[config.mk]
export PLATFORM = sky130hd
export DESIGN_NAME = chan_compare_top
export DESIGN_NICKNAME = d
export VERILOG_FILES = /design/src/chan_compare_top.v /design/src/ahb_reg_slave.v /design/src/trig_delay.v
export VERILOG_INCLUDE_DIRS = /design/src /design/src/pkg
export SDC_FILE = /design/constraint.sdc
export NUM_CORES = 1
export LEC_CHECK = 0
export BUFFER_PORTS_ARGS = -buffer_cell sky130_fd_sc_hd__clkbuf_2
export CAP_MARGIN = 40
export CORE_MARGIN = 5
export CORE_UTILIZATION = 52
export DETAILED_ROUTE_END_ITERATION = 16
export PLACE_DENSITY = 0.86
export SLEW_MARGIN = 20
export SYNTH_ARGS = -nofsm -noshare
export SYNTH_HDL_FRONTEND = slang
export SYNTH_SLANG_ARGS = --single-unit
[constraint.sdc]
create_clock -name clk -period 3.65 [get_ports clk]
set_input_delay 0.73 -clock clk [delete_from_list [all_inputs] [get_ports clk]]
set_output_delay 0.73 -clock clk [all_outputs]
set_load 0.02 [all_outputs]
[src/pkg/chan_cmp_regs.vh]
// Register offsets, field positions, reset values and timing counts for the compare channel
`ifndef CHAN_CMP_REGS_VH
`define CHAN_CMP_REGS_VH

// Byte offsets of the word registers
`define CCM_OFF_MODE 8'h00
`define CCM_OFF_CMP 8'h04
`define CCM_OFF_ENA 8'h08
`define CCM_OFF_CTRL 8'h0C
`define CCM_OFF_STAT 8'h10

// Mode register fields
`define CCM_DIR_LSB 0
`define CCM_FAST_BIT 2
`define CCM_PE_BIT 3
`define CCM_MODE_LSB 4
`define CCM_CLR_BIT 7

// Enable register fields
`define CCM_CE_BIT 0
`define CCM_CP_BIT 1
`define CCM_CNP_BIT 3

// Control register fields
`define CCM_COMM_CTL_BIT 0
`define CCM_LOCK_LSB 4

// Reset values
`define CCM_RST_DIR 2'h0
`define CCM_RST_MODE 3'h0
`define CCM_RST_LOCK 2'h0

// Compare mode codes
`define CCM_FROZEN 3'h0
`define CCM_SET 3'h1
`define CCM_CLEAR 3'h2
`define CCM_TOGGLE 3'h3
`define CCM_FORCE_LOW 3'h4
`define CCM_FORCE_HIGH 3'h5
`define CCM_PWM1 3'h6
`define CCM_PWM2 3'h7

// Direction codes
`define CCM_DIR_OUT 2'h0
`define CCM_DIR_IN1 2'h1
`define CCM_DIR_IN2 2'h2
`define CCM_DIR_TRG 2'h3

// Protection level that freezes mode and preload enable on an output channel
`define CCM_LOCK_FULL 2'h3

// Trigger edge to output, fast path, in clock cycles
`define CCM_FAST_LAT 3

`endif

[src/chan_compare_top.v]
// Timer channel one compare logic with its AHB-Lite register file
//
// Behaviour
// - Frozen mode: matches leave reference unchanged
// - Code 001: reference goes high on match
// - Code 010: reference goes low on match
// - Code 011: reference toggles on each match
// - Codes 100/101 force reference low/high
// - PWM1: high below compare counting up
// - PWM2: inverse levels of PWM mode one
// - Outputs derive from reference through polarity bits
// - Protection level three locks mode, preload bits while direction is output
// - PWM level moves only on compare change or on leaving frozen mode
// - Mode preloaded; commutation loads it when enabled
// - No preload: compare value used immediately
// - Preload: shadow copied on update event
// - Fast off: trigger does not touch output
// - Fast on: trigger acts as match, three cycles
// - Fast path only in PWM modes
// - Direction field picks output or capture source
// - Direction writable only while channel disabled
// - Clear enable: external trigger forces reference low
//
// Added by the designer: the register offsets and register access over AHB-Lite.
`timescale 1ns/1ps
`include "chan_cmp_regs.vh"
module chan_compare_top #(
   parameter CNT_W = 16
) (
   // Clock and reset
   input wire clk,
   input wire rst_n,
   // AHB-Lite register bus
   input wire hsel,
   input wire [31:0] haddr,
   input wire [1:0] htrans,
   input wire hwrite,
   input wire [2:0] hsize,
   input wire [31:0] hwdata,
   input wire hready,
   output wire hreadyout,
   output wire hresp,
   output wire [31:0] hrdata,
   // Timer core signals
   input wire [CNT_W-1:0] counter_value,
   input wire count_down,
   input wire update_event,
   input wire commutation_event,
   input wire trigger_edge,
   input wire filtered_external_trigger,
   // Capture inputs
   input wire timer_input_one,
   input wire timer_input_two,
   input wire internal_trigger_source,
   // Channel outputs
   output wire channel_reference_output,
   output wire channel_true_output,
   output wire channel_complementary_output,
   output wire capture_signal_one
);

   // Fast path pipe depth; the reference flop adds the last cycle
   localparam FAST_DEPTH = `CCM_FAST_LAT - 1;

   // True when the code is one of the two PWM modes
   function is_pwm;
      input [2:0] m;
      begin
         is_pwm = (m == `CCM_PWM1) || (m == `CCM_PWM2);
      end
   endfunction

   // Bus strobes
   wire wr_en; // Write data phase strobe
   wire [7:0] wr_addr; // Write byte address
   wire [31:0] wr_data; // Write data
   wire [7:0] rd_addr; // Read byte address
   reg [31:0] rd_data; // Read mux result
   wire fast_hit; // Delayed trigger edge
   // Mode register fields
   reg [1:0] dir_r; // Channel direction select
   reg fast_r; // Compare fast enable
   reg pe_r; // Compare preload enable
   reg [2:0] mode_pre_r; // Written compare mode
   reg [2:0] mode_act_r; // Mode in use
   reg clr_en_r; // Reference clear enable
   // Compare value
   reg [CNT_W-1:0] ccr_shadow_r; // Software side copy
   reg [CNT_W-1:0] ccr_act_r; // Copy used by comparator
   // Enable and control fields
   reg ce_r; // Channel output enable
   reg cp_r; // True output polarity
   reg cnp_r; // Complementary output polarity
   reg comm_ctl_r; // Commutation preload control
   reg [1:0] lock_r; // Write protection level
   // Output state
   reg ref_r; // Reference output
   reg ref_nxt; // Next reference level
   reg pwm_prev_r; // Last PWM comparison level
   reg [2:0] mode_prev_r; // Mode in use last cycle
   reg true_r; // True channel output
   reg comp_r; // Complementary channel output
   reg cap_r; // Selected capture signal
   // Comparator results
   wire match = (counter_value == ccr_act_r);
   wire below = (counter_value < ccr_act_r);
   wire above = (counter_value > ccr_act_r);
   // PWM mode one level; mode two is its inverse
   wire pwm1_lvl = count_down ? ~above : below;
   wire pwm_lvl = (mode_act_r == `CCM_PWM2) ? ~pwm1_lvl : pwm1_lvl;
   // Write decode
   wire wr_mode = wr_en && (wr_addr == `CCM_OFF_MODE);
   wire wr_cmp = wr_en && (wr_addr == `CCM_OFF_CMP);
   wire wr_ena = wr_en && (wr_addr == `CCM_OFF_ENA);
   wire wr_ctrl = wr_en && (wr_addr == `CCM_OFF_CTRL);
   // Locked when full protection and channel is an output
   wire locked = (lock_r == `CCM_LOCK_FULL) && (dir_r == `CCM_DIR_OUT);
   // Outputs only driven in output direction and when enabled
   wire out_on = ce_r && (dir_r == `CCM_DIR_OUT);

   assign channel_reference_output = ref_r;
   assign channel_true_output = true_r;
   assign channel_complementary_output = comp_r;
   assign capture_signal_one = cap_r;

   // Bus front end
   ahb_reg_slave #(
      .AW(8)
   ) u_bus (
      .clk(clk),
      .rst_n(rst_n),
      .hsel(hsel),
      .haddr(haddr),
      .htrans(htrans),
      .hwrite(hwrite),
      .hsize(hsize),
      .hwdata(hwdata),
      .hready(hready),
      .hreadyout(hreadyout),
      .hresp(hresp),
      .hrdata(hrdata),
      .wr_en(wr_en),
      .wr_addr(wr_addr),
      .wr_data(wr_data),
      .rd_addr(rd_addr),
      .rd_data(rd_data)
   );

   // Trigger edge delay for the fast path
   trig_delay #(
      .DEPTH(FAST_DEPTH)
   ) u_fast (
      .clk(clk),
      .rst_n(rst_n),
      .pulse_in(trigger_edge),
      .pulse_out(fast_hit)
   );

   // Mode register writes
   always @(posedge clk) begin
      if (!rst_n) begin
         dir_r <= `CCM_RST_DIR;
         fast_r <= 1'b0;
         pe_r <= 1'b0;
         mode_pre_r <= `CCM_RST_MODE;
         clr_en_r <= 1'b0;
      end else if (wr_mode) begin
         // Direction only while channel is off
         if (!ce_r) begin
            dir_r <= wr_data[`CCM_DIR_LSB+1:`CCM_DIR_LSB];
         end
         // Mode and preload frozen under full protection on an output channel
         if (!locked) begin
            mode_pre_r <= wr_data[`CCM_MODE_LSB+2:`CCM_MODE_LSB];
            pe_r <= wr_data[`CCM_PE_BIT];
         end
         fast_r <= wr_data[`CCM_FAST_BIT];
         clr_en_r <= wr_data[`CCM_CLR_BIT];
      end
   end

   // Active mode: follows preload or waits for commutation
   always @(posedge clk) begin
      if (!rst_n) begin
         mode_act_r <= `CCM_RST_MODE;
      end else if (!comm_ctl_r || commutation_event) begin
         mode_act_r <= mode_pre_r;
      end
   end

   // Compare value, shadow and active copies
   always @(posedge clk) begin
      if (!rst_n) begin
         ccr_shadow_r <= {CNT_W{1'b0}};
         ccr_act_r <= {CNT_W{1'b0}};
      end else begin
         if (wr_cmp) begin
            ccr_shadow_r <= wr_data[CNT_W-1:0];
         end
         // Direct write reaches comparator at once
         if (wr_cmp && !pe_r) begin
            ccr_act_r <= wr_data[CNT_W-1:0];
         end else if (pe_r && update_event) begin
            // Shadow transfer; a same-cycle write lands next update
            ccr_act_r <= ccr_shadow_r;
         end
      end
   end

   // Enable and control registers
   always @(posedge clk) begin
      if (!rst_n) begin
         ce_r <= 1'b0;
         cp_r <= 1'b0;
         cnp_r <= 1'b0;
         comm_ctl_r <= 1'b0;
         lock_r <= `CCM_RST_LOCK;
      end else begin
         if (wr_ena) begin
            ce_r <= wr_data[`CCM_CE_BIT];
            cp_r <= wr_data[`CCM_CP_BIT];
            cnp_r <= wr_data[`CCM_CNP_BIT];
         end
         if (wr_ctrl) begin
            comm_ctl_r <= wr_data[`CCM_COMM_CTL_BIT];
            lock_r <= wr_data[`CCM_LOCK_LSB+1:`CCM_LOCK_LSB];
         end
      end
   end

   // Read mux; unmapped offsets read zero
   always @* begin
      rd_data = 32'h00000000;
      case (rd_addr)
         `CCM_OFF_MODE: begin
            rd_data[`CCM_DIR_LSB+1:`CCM_DIR_LSB] = dir_r;
            rd_data[`CCM_FAST_BIT] = fast_r;
            rd_data[`CCM_PE_BIT] = pe_r;
            rd_data[`CCM_MODE_LSB+2:`CCM_MODE_LSB] = mode_pre_r;
            rd_data[`CCM_CLR_BIT] = clr_en_r;
         end
         `CCM_OFF_CMP: begin
            // Preload on: software sees the shadow
            rd_data[CNT_W-1:0] = pe_r ? ccr_shadow_r : ccr_act_r;
         end
         `CCM_OFF_ENA: begin
            rd_data[`CCM_CE_BIT] = ce_r;
            rd_data[`CCM_CP_BIT] = cp_r;
            rd_data[`CCM_CNP_BIT] = cnp_r;
         end
         `CCM_OFF_CTRL: begin
            rd_data[`CCM_COMM_CTL_BIT] = comm_ctl_r;
            rd_data[`CCM_LOCK_LSB+1:`CCM_LOCK_LSB] = lock_r;
         end
         `CCM_OFF_STAT: begin
            // Live channel state
            rd_data[0] = ref_r;
            rd_data[1] = true_r;
            rd_data[2] = comp_r;
            rd_data[6:4] = mode_act_r;
         end
         default: begin
            rd_data = 32'h00000000;
         end
      endcase
   end

   // Next reference level from mode and comparator
   always @* begin
      ref_nxt = ref_r;
      case (mode_act_r)
         `CCM_FROZEN: begin
            ref_nxt = ref_r;
         end
         `CCM_SET: begin
            if (match) begin
               ref_nxt = 1'b1;
            end
         end
         `CCM_CLEAR: begin
            if (match) begin
               ref_nxt = 1'b0;
            end
         end
         `CCM_TOGGLE: begin
            if (match) begin
               ref_nxt = ~ref_r;
            end
         end
         `CCM_FORCE_LOW: begin
            ref_nxt = 1'b0;
         end
         `CCM_FORCE_HIGH: begin
            ref_nxt = 1'b1;
         end
         `CCM_PWM1, `CCM_PWM2: begin
            // Only a changed comparison or leaving frozen moves it
            if (pwm_lvl != pwm_prev_r || mode_prev_r == `CCM_FROZEN) begin
               ref_nxt = pwm_lvl;
            end
         end
         default: begin
            ref_nxt = ref_r;
         end
      endcase
      // Trigger acts as a match in PWM modes only, at the level reached at
      // compare counting up; without fast enable it goes via the counter
      if (fast_r && fast_hit && is_pwm(mode_act_r)) begin
         ref_nxt = (mode_act_r == `CCM_PWM2);
      end
      // External clear overrides every mode while high
      if (clr_en_r && filtered_external_trigger) begin
         ref_nxt = 1'b0;
      end
   end

   // Reference and comparison history
   always @(posedge clk) begin
      if (!rst_n) begin
         ref_r <= 1'b0;
         pwm_prev_r <= 1'b0;
         mode_prev_r <= `CCM_RST_MODE;
      end else begin
         ref_r <= ref_nxt;
         pwm_prev_r <= pwm_lvl;
         mode_prev_r <= mode_act_r;
      end
   end

   // Polarity stage; registered so outputs move with the reference
   always @(posedge clk) begin
      if (!rst_n) begin
         true_r <= 1'b0;
         comp_r <= 1'b0;
      end else if (out_on) begin
         true_r <= ref_nxt ^ cp_r;
         comp_r <= ~ref_nxt ^ cnp_r;
      end else begin
         // Disabled channel parks both outputs low
         true_r <= 1'b0;
         comp_r <= 1'b0;
      end
   end

   // Capture source selection by direction
   always @(posedge clk) begin
      if (!rst_n) begin
         cap_r <= 1'b0;
      end else begin
         case (dir_r)
            `CCM_DIR_IN1: begin
               cap_r <= timer_input_one;
            end
            `CCM_DIR_IN2: begin
               cap_r <= timer_input_two;
            end
            `CCM_DIR_TRG: begin
               // Needs a trigger input selected in slave mode control
               cap_r <= internal_trigger_source;
            end
            default: begin
               cap_r <= 1'b0;
            end
         endcase
      end
   end

endmodule // chan_compare_top

[src/ahb_reg_slave.v]
// AHB-Lite slave front end turning bus transfers into register strobes
`timescale 1ns/1ps
module ahb_reg_slave #(
   parameter AW = 8
) (
   // Clock and reset
   input wire clk,
   input wire rst_n,
   // AHB-Lite slave side
   input wire hsel,
   input wire [31:0] haddr,
   input wire [1:0] htrans,
   input wire hwrite,
   input wire [2:0] hsize,
   input wire [31:0] hwdata,
   input wire hready,
   output wire hreadyout,
   output wire hresp,
   output reg [31:0] hrdata,
   // Register file side
   output wire wr_en,
   output wire [AW-1:0] wr_addr,
   output wire [31:0] wr_data,
   output wire [AW-1:0] rd_addr,
   input wire [31:0] rd_data
);

   // Address phase taken: word transfers only, other sizes ignored
   wire accept = hsel & hready & htrans[1] & (hsize == 3'h2);
   reg wr_pend_r; // Write waiting for its data phase
   reg [AW-1:0] wr_addr_r; // Address captured at address phase

   // Zero wait states, always OKAY
   assign hreadyout = 1'b1;
   assign hresp = 1'b0;
   assign wr_en = wr_pend_r;
   assign wr_addr = wr_addr_r;
   assign wr_data = hwdata;
   // Read mux is looked up during the address phase
   assign rd_addr = haddr[AW-1:0];

   // Capture write address, register read data
   always @(posedge clk) begin
      if (!rst_n) begin
         wr_pend_r <= 1'b0;
         wr_addr_r <= {AW{1'b0}};
         hrdata <= 32'h00000000;
      end else if (hready) begin
         wr_pend_r <= accept & hwrite;
         if (accept & hwrite) begin
            wr_addr_r <= haddr[AW-1:0];
         end
         // Data stands through the data phase
         if (accept & ~hwrite) begin
            hrdata <= rd_data;
         end
      end
   end

endmodule // ahb_reg_slave

[src/trig_delay.v]
// Pulse delay line of configurable depth for the trigger path
`timescale 1ns/1ps
module trig_delay #(
   parameter DEPTH = 2
) (
   // Clock and reset
   input wire clk,
   input wire rst_n,
   // Pulse in and delayed pulse out
   input wire pulse_in,
   output wire pulse_out
);

   reg [DEPTH-1:0] pipe_r; // Shift stages

   assign pulse_out = pipe_r[DEPTH-1];

   // Shift the pulse one stage per clock
   always @(posedge clk) begin
      if (!rst_n) begin
         pipe_r <= {DEPTH{1'b0}};
      end else if (DEPTH > 1) begin
         pipe_r <= {pipe_r[DEPTH-2:0], pulse_in};
      end else begin
         pipe_r <= {DEPTH{pulse_in}};
      end
   end

endmodule // trig_delay

# After elaboration in Yosys (flattened, before gate mapping)
# Index checks and enable logic that the tools add are counted.
[totals]
ramBits = 0
reg_bits = 84
mem_count = 0
output_inout_bits = 38
latchBits = 0
word_cells = 109
romBits = 0
inputBits = 98
[op_classes]
mul = 0
n_eq_ne = 21
reduce_logical = 28
n_lt_le_gt_ge = 2
shifts = 0
add_sub_neg = 0
muxes = 21
bitwise_logic = 14
div = 0
[ops]
columns = ["cell", "count"]
rows = [
  ["16-bit 2-to-1 mux", 3],
  ["8-bit by 4-bit equality test with 1-bit output (second input constant)", 4],
  ["16-bit equality test", 1],
  ["8-bit by 3-bit equality test with 1-bit output (second input constant)", 2],
  ["16-bit greater-than comparator", 1],
  ["8-bit logical NOT", 2],
  ["16-bit < comparator", 1],
  ["3-bit equality test (second input constant)", 4],
  ["1-bit one-hot mux with 3 select lines", 4],
  ["1-bit logical AND", 11],
  ["2-bit AND reduction", 5],
  ["3-bit by 2-bit equality test with 1-bit output (second input constant)", 3],
  ["8-bit by 5-bit equality test with 1-bit output (second input constant)", 1],
  ["1-bit 2-to-1 mux", 8],
  ["8-bit 2-to-1 mux", 1],
  ["2-bit one-hot mux with 4 select lines", 1],
  ["1-bit inverter", 7],
  ["1-bit one-hot mux with 7 select lines", 1],
  ["2-bit equality test (second input constant)", 3],
  ["3-bit logical NOT", 2],
  ["1-bit AND", 5],
  ["1-bit one-hot mux with 5 select lines", 1],
  ["1-bit one-hot mux with 4 select lines", 1],
  ["3-bit by 1-bit equality test with 1-bit output (second input constant)", 1],
  ["other kinds (9)", 13],
]

# Longest topological paths before layout
[depth]
depth_word = 13
ltp_mapped = 13
mapped_depth_nobuf = 13

# By module
# A second synthesis with hierarchy kept.
[hier_totals]
cells_unflattened = 623
hier_area_um2 = 5470.2
[by_module_without_submodules]
columns = ["module", "cells_each", "n_inst", "area_each_um2", "seq_area_each_um2"]
rows = [
  ["chan_compare_top", 395, 1, 3430.8, 1141.1],
  ["ahb_reg_slave", 224, 1, 1986.9, 820.8],
  ["trig_delay", 4, 1, 52.6, 40.0],
]

# Worst setup path before layout
# Ideal clock, no wire load.
[synth_timing]
path_kind = "input-to-reg"
from = "input port counter_value[14]"
to = "register comp_r (netlist: channel_complementary_output)"
path_slack_ns = 0.415
arrival_ns = 3.165
required_time_ns = 3.580
path_buffers = 0
stages = 12
setup_time_ns = 0.070
cell_sequence = "ha_1 > nand4_1 > nor4_2 > inv_1 > ha_1 > nor2b_1 > o21ai_0 > a31oi_1 > o32ai_1 > a211o_1 > or3_1 > a21oi_1"
[synth_via]
elab_chain_len = 13
elab_cells_between_ends = 18
cone_classes = "2 x order compare; 2 x eq/ne; 9 x mux; 4 x bitwise; 1 x reduce/logical"
[synth_rtl]
columns = ["element", "line_no", "rtl"]
rows = [
  ["start: declaration", "chan_compare_top.v:45", "input wire [CNT_W-1:0] counter_value,"],
  ["16-bit greater-than comparator", "chan_compare_top.v:107", "wire above = (counter_value > ccr_act_r);"],
  ["1-bit inverter", "chan_compare_top.v:109", "wire pwm1_lvl = count_down ? ~above : below;"],
  ["1-bit 2-to-1 mux", "chan_compare_top.v:109", ""],
  ["1-bit inverter", "chan_compare_top.v:110", "wire pwm_lvl = (mode_act_r == `CCM_PWM2) ? ~pwm1_lvl : pwm1_lvl;"],
  ["1-bit 2-to-1 mux", "chan_compare_top.v:110", ""],
  ["1-bit != test", "chan_compare_top.v:298", "if (pwm_lvl != pwm_prev_r || mode_prev_r == `CCM_FROZEN) begin"],
  ["1-bit logical OR (no line)", "--", ""],
  ["1-bit 2-to-1 mux", "chan_compare_top.v:298", ""],
  ["1-bit one-hot mux with 7 select lines *", "chan_compare_top.v:271", "case (mode_act_r)"],
  ["1-bit 2-to-1 mux *", "chan_compare_top.v:308", "if (fast_r && fast_hit && is_pwm(mode_act_r)) begin"],
  ["1-bit 2-to-1 mux *", "chan_compare_top.v:312", "if (clr_en_r && filtered_external_trigger) begin"],
  ["1-bit inverter *", "chan_compare_top.v:337", "comp_r <= ~ref_nxt ^ cnp_r;"],
  ["1-bit XOR *", "chan_compare_top.v:337", ""],
  ["end signal: assignment", "chan_compare_top.v:337", ""],
  ["end: declaration", "chan_compare_top.v:102", "reg comp_r;"],
]
# Every way passes the cells marked *; elsewhere a longest branch is shown, timed or not.
# A chain may end at the register's enable or synchronous reset.

# Final worst setup path
# Ends and elaborated chain as after synthesis.

==> metrics.csv <==
metric,value,unit
status,finished clean,
Max-slew headroom,48.3,%
"Hold Vio Cnt, Final",0,
setup_tns,0,ps
gpl congestion,0.886,
CP Data Required Time,3940,ps
most frequent cells in the layout,"dfxtp_1, clkbuf_2, nand2_1",
Worst-Skew Late Latency,360,ps
max-slew violations,0,
Initial Util,52.9,%
Pwr Density,338,nW/µm²
"Clk pin slew, worst setup/hold paths",80,ps
cell mode on critical path,ha_1,
largest net degree at the start of global routing,32,
Top delay family on crit path,simple AND/OR/NAND/NOR gates,
Setup Buffers After CTS,0,
Placement Cell Area,4960,µm²
CTS Buf Count,9,
routed wire length,11100,µm
top_reg_cell synth,dfxtp_1,
PortBufs,76,
Slowest cell on crit path,nor4_2,
worst hold slack,458,ps
CP Max Fanout,5,
critical path capture point type,register,
"worst slack, placed",158,ps
Leakage,2.31,nW
Reg power frac,52.7,%
GRT Util Overall,20.4,%
"Async S/R FF share, synth",0,%
register area share after synthesis,36.8,%
Synth cell types,52,
Antenna diodes,0,
"most common cell after layout, fill and taps aside",dfxtp_1,
core area,8640,µm²
# fillers,725,
critical path class,in2reg,
initial antenna violation count,0,
grt ovf,0,
post-route cell area,5160,µm²
Hold WC Path Type,reg2reg,
#FFs+latches synth,84,
# rows,34,
VDD IR max,0.234,mV
crit-path cells,"clkbuf_2, ha_1, nand4_1, nor4_2, inv_1, ha_1, nor2b_1, o21ai_0, a31oi_1, o32ai_1, a211o_1, or3_1, a21oi_1",
CP Launch Type,primary input,
drt via density,5.69,
crit path time final,3130,ps
Syn. warnings,0,
drt initial violations,241,
Die Span Y,104,µm
CTS Sinks,84,
multi-input logic area,2580,µm²
# IOs,136,
Int Pwr,1.35,mW
power share of the clock group,39.6,%
Post-Syn Area,4570,µm²
clock skew,8.21,ps
Total Die Area,10800,µm²
Worst Tran Pin Value,775,ps
RSZ-0062 raised after global routing,false,
share of the cycle needed by the critical path after routing,85.7,%
NetSw,400,µW
DP HPWL,8230,µm
Combinational Power Share,7.7,%
post_cts resized,0,
number of flops mapped to enable cells by yosys,0,
worst setup margin,521,ps
total number of vias,3955,
CP bufs+invs,2,
Pre-antenna DRT Iters,4,
Design Power,1.75,mW
max incr delay on CP,390,ps
switching share of power,22.9,%
Setup Viol. Count Final,0,
Post-route DRC,0,
"Avg Cell Area, Syn",8.72,µm²
area grow syn2layout,12.9,%
Die Width,104,µm
register area,1680,µm²
vias in the first global route,3850,
H-tree depth,3,
max cap viols,0,
clock root buffer,clkbuf_8,
synthesized instance count,524,
Worst Path Arrival,3420,ps
CTS tree,yes,
nets,701,
proportion of layout cells with a drive suffix above 1,18.2,%
Max Fclk,320,MHz
clk buf depth,2,
first-pass GRT wire length,18400,µm
# hold bufs at CTS,0,
remaining antenna violation count,0,
Avg WL per Cell,16.0,µm
-- worst paths after layout --
kind	startpoint	end	slack, ps	cells after the start
setup reg to reg	ccr_act_r[14]	channel_complementary_output	600	13
setup / recovery	counter_value[14]	channel_complementary_output	520	13
hold reg to reg	u_fast.pipe_r[0]	u_fast.pipe_r[1]	460	1
hold / removal	u_fast.pipe_r[0]	u_fast.pipe_r[1]	460	1
-- cells in the mapped netlist (3+ instances only) --
cell,instances,area (µm²)
dfxtp_1,84,1680
nand2_1,53,199
nor2b_1,48,300
mux2i_1,43,430
nand3_1,41,205
clkbuf_1,26,97.6
inv_1,20,75.1
buf_4,19,143
o21ai_0,19,95.1
ha_1,18,225
nor2_1,16,60.1
a22oi_1,14,105
o211a_1,13,130
and2_1,12,75.1
a21boi_0,11,82.6
a21oi_1,11,55.1
a31oi_1,6,37.5
nor3_1,6,30.0
a211oi_1,5,37.5
and3_1,5,31.3
nand2b_1,4,25.0
nand4_1,4,25.0
o221ai_1,4,35.0
buf_6,3,33.8
o21bai_1,3,22.5
-- worst register-to-register path, delay by kind of cell (launching register included) --
family | cells | cell delay, ps
adder cells (fa/ha/maj) | 2 | 600
AO/OA/AOI/OAI | 5 | 860
AND/OR/NAND/NOR | 4 | 1020
flip-flops | 1 | 330
buffers and inverters | 2 | 170
-- power by group through the flow --
stage / sequential, mW / combinational, mW / clock [mW]
after floorplan: 0.941 / 0.0888 / 0
after global placement: 0.941 / 0.124 / 0
after detailed placement: 0.942 / 0.131 / 0
after CTS: 0.920 / 0.132 / 0.698
after global routing: 0.920 / 0.145 / 0.736
final: 0.920 / 0.134 / 0.691
-- layer usage --
metal / global-route usage (%) / wire length [µm] / up-vias
met4: 7.96 / 272 / 0
met1: 26.2 / 4910 / 1868
met5: 0 / 0 / -
li1: - / - / 1924
met3: 4.29 / 697 / 25
met2: 33.7 / 5270 / 138
-- state kept, by name, summed over array words and instances (netlist names), 2 cells and up --
name,count
u_fast.pipe_r,2
is_pwm.m,3
lock_r,2
mode_prev_r,3
mode_pre_r,3
dir_r,2
u_bus.hrdata,16
ccr_act_r,16
ccr_shadow_r,16
u_bus.wr_addr,8
-- layout make-up --
cell class / instances / area share [%]
Clock buffer: 10 / 2.47
Tap cell: 108 / 2.62
Sequential cell: 84 / 32.6
Timing Repair Buffer: 85 / 9.46
Clock inverter: 3 / 1.26
Multi-Input combinational cell: 385 / 50.1
Inverter: 20 / 1.46
-- kinds of logic (layout without fill, tap and decap cells) --
kind of cell / after synthesis / after routing / share of synthesized area (%)
AND/OR/NAND/NOR: 205 / 205 / 24.2
AO/OA/AOI/OAI: 100 / 100 / 16.3
flip-flops: 84 / 84 / 36.8
buffers and inverters: 71 / 118 / 7.92
multiplexers: 44 / 44 / 9.67
adder cells (fa/ha/maj): 18 / 18 / 4.93
other: 2 / 18 / 0.164
-- stage by stage --
stage	util, %	cells
floorplan	-	540
global placement	56.9	680
detailed placement	57.5	682
CTS	59.7	695
global route	59.7	695
finish	59.7	695
No activity file was read; power rests on OpenSTA's default activity.
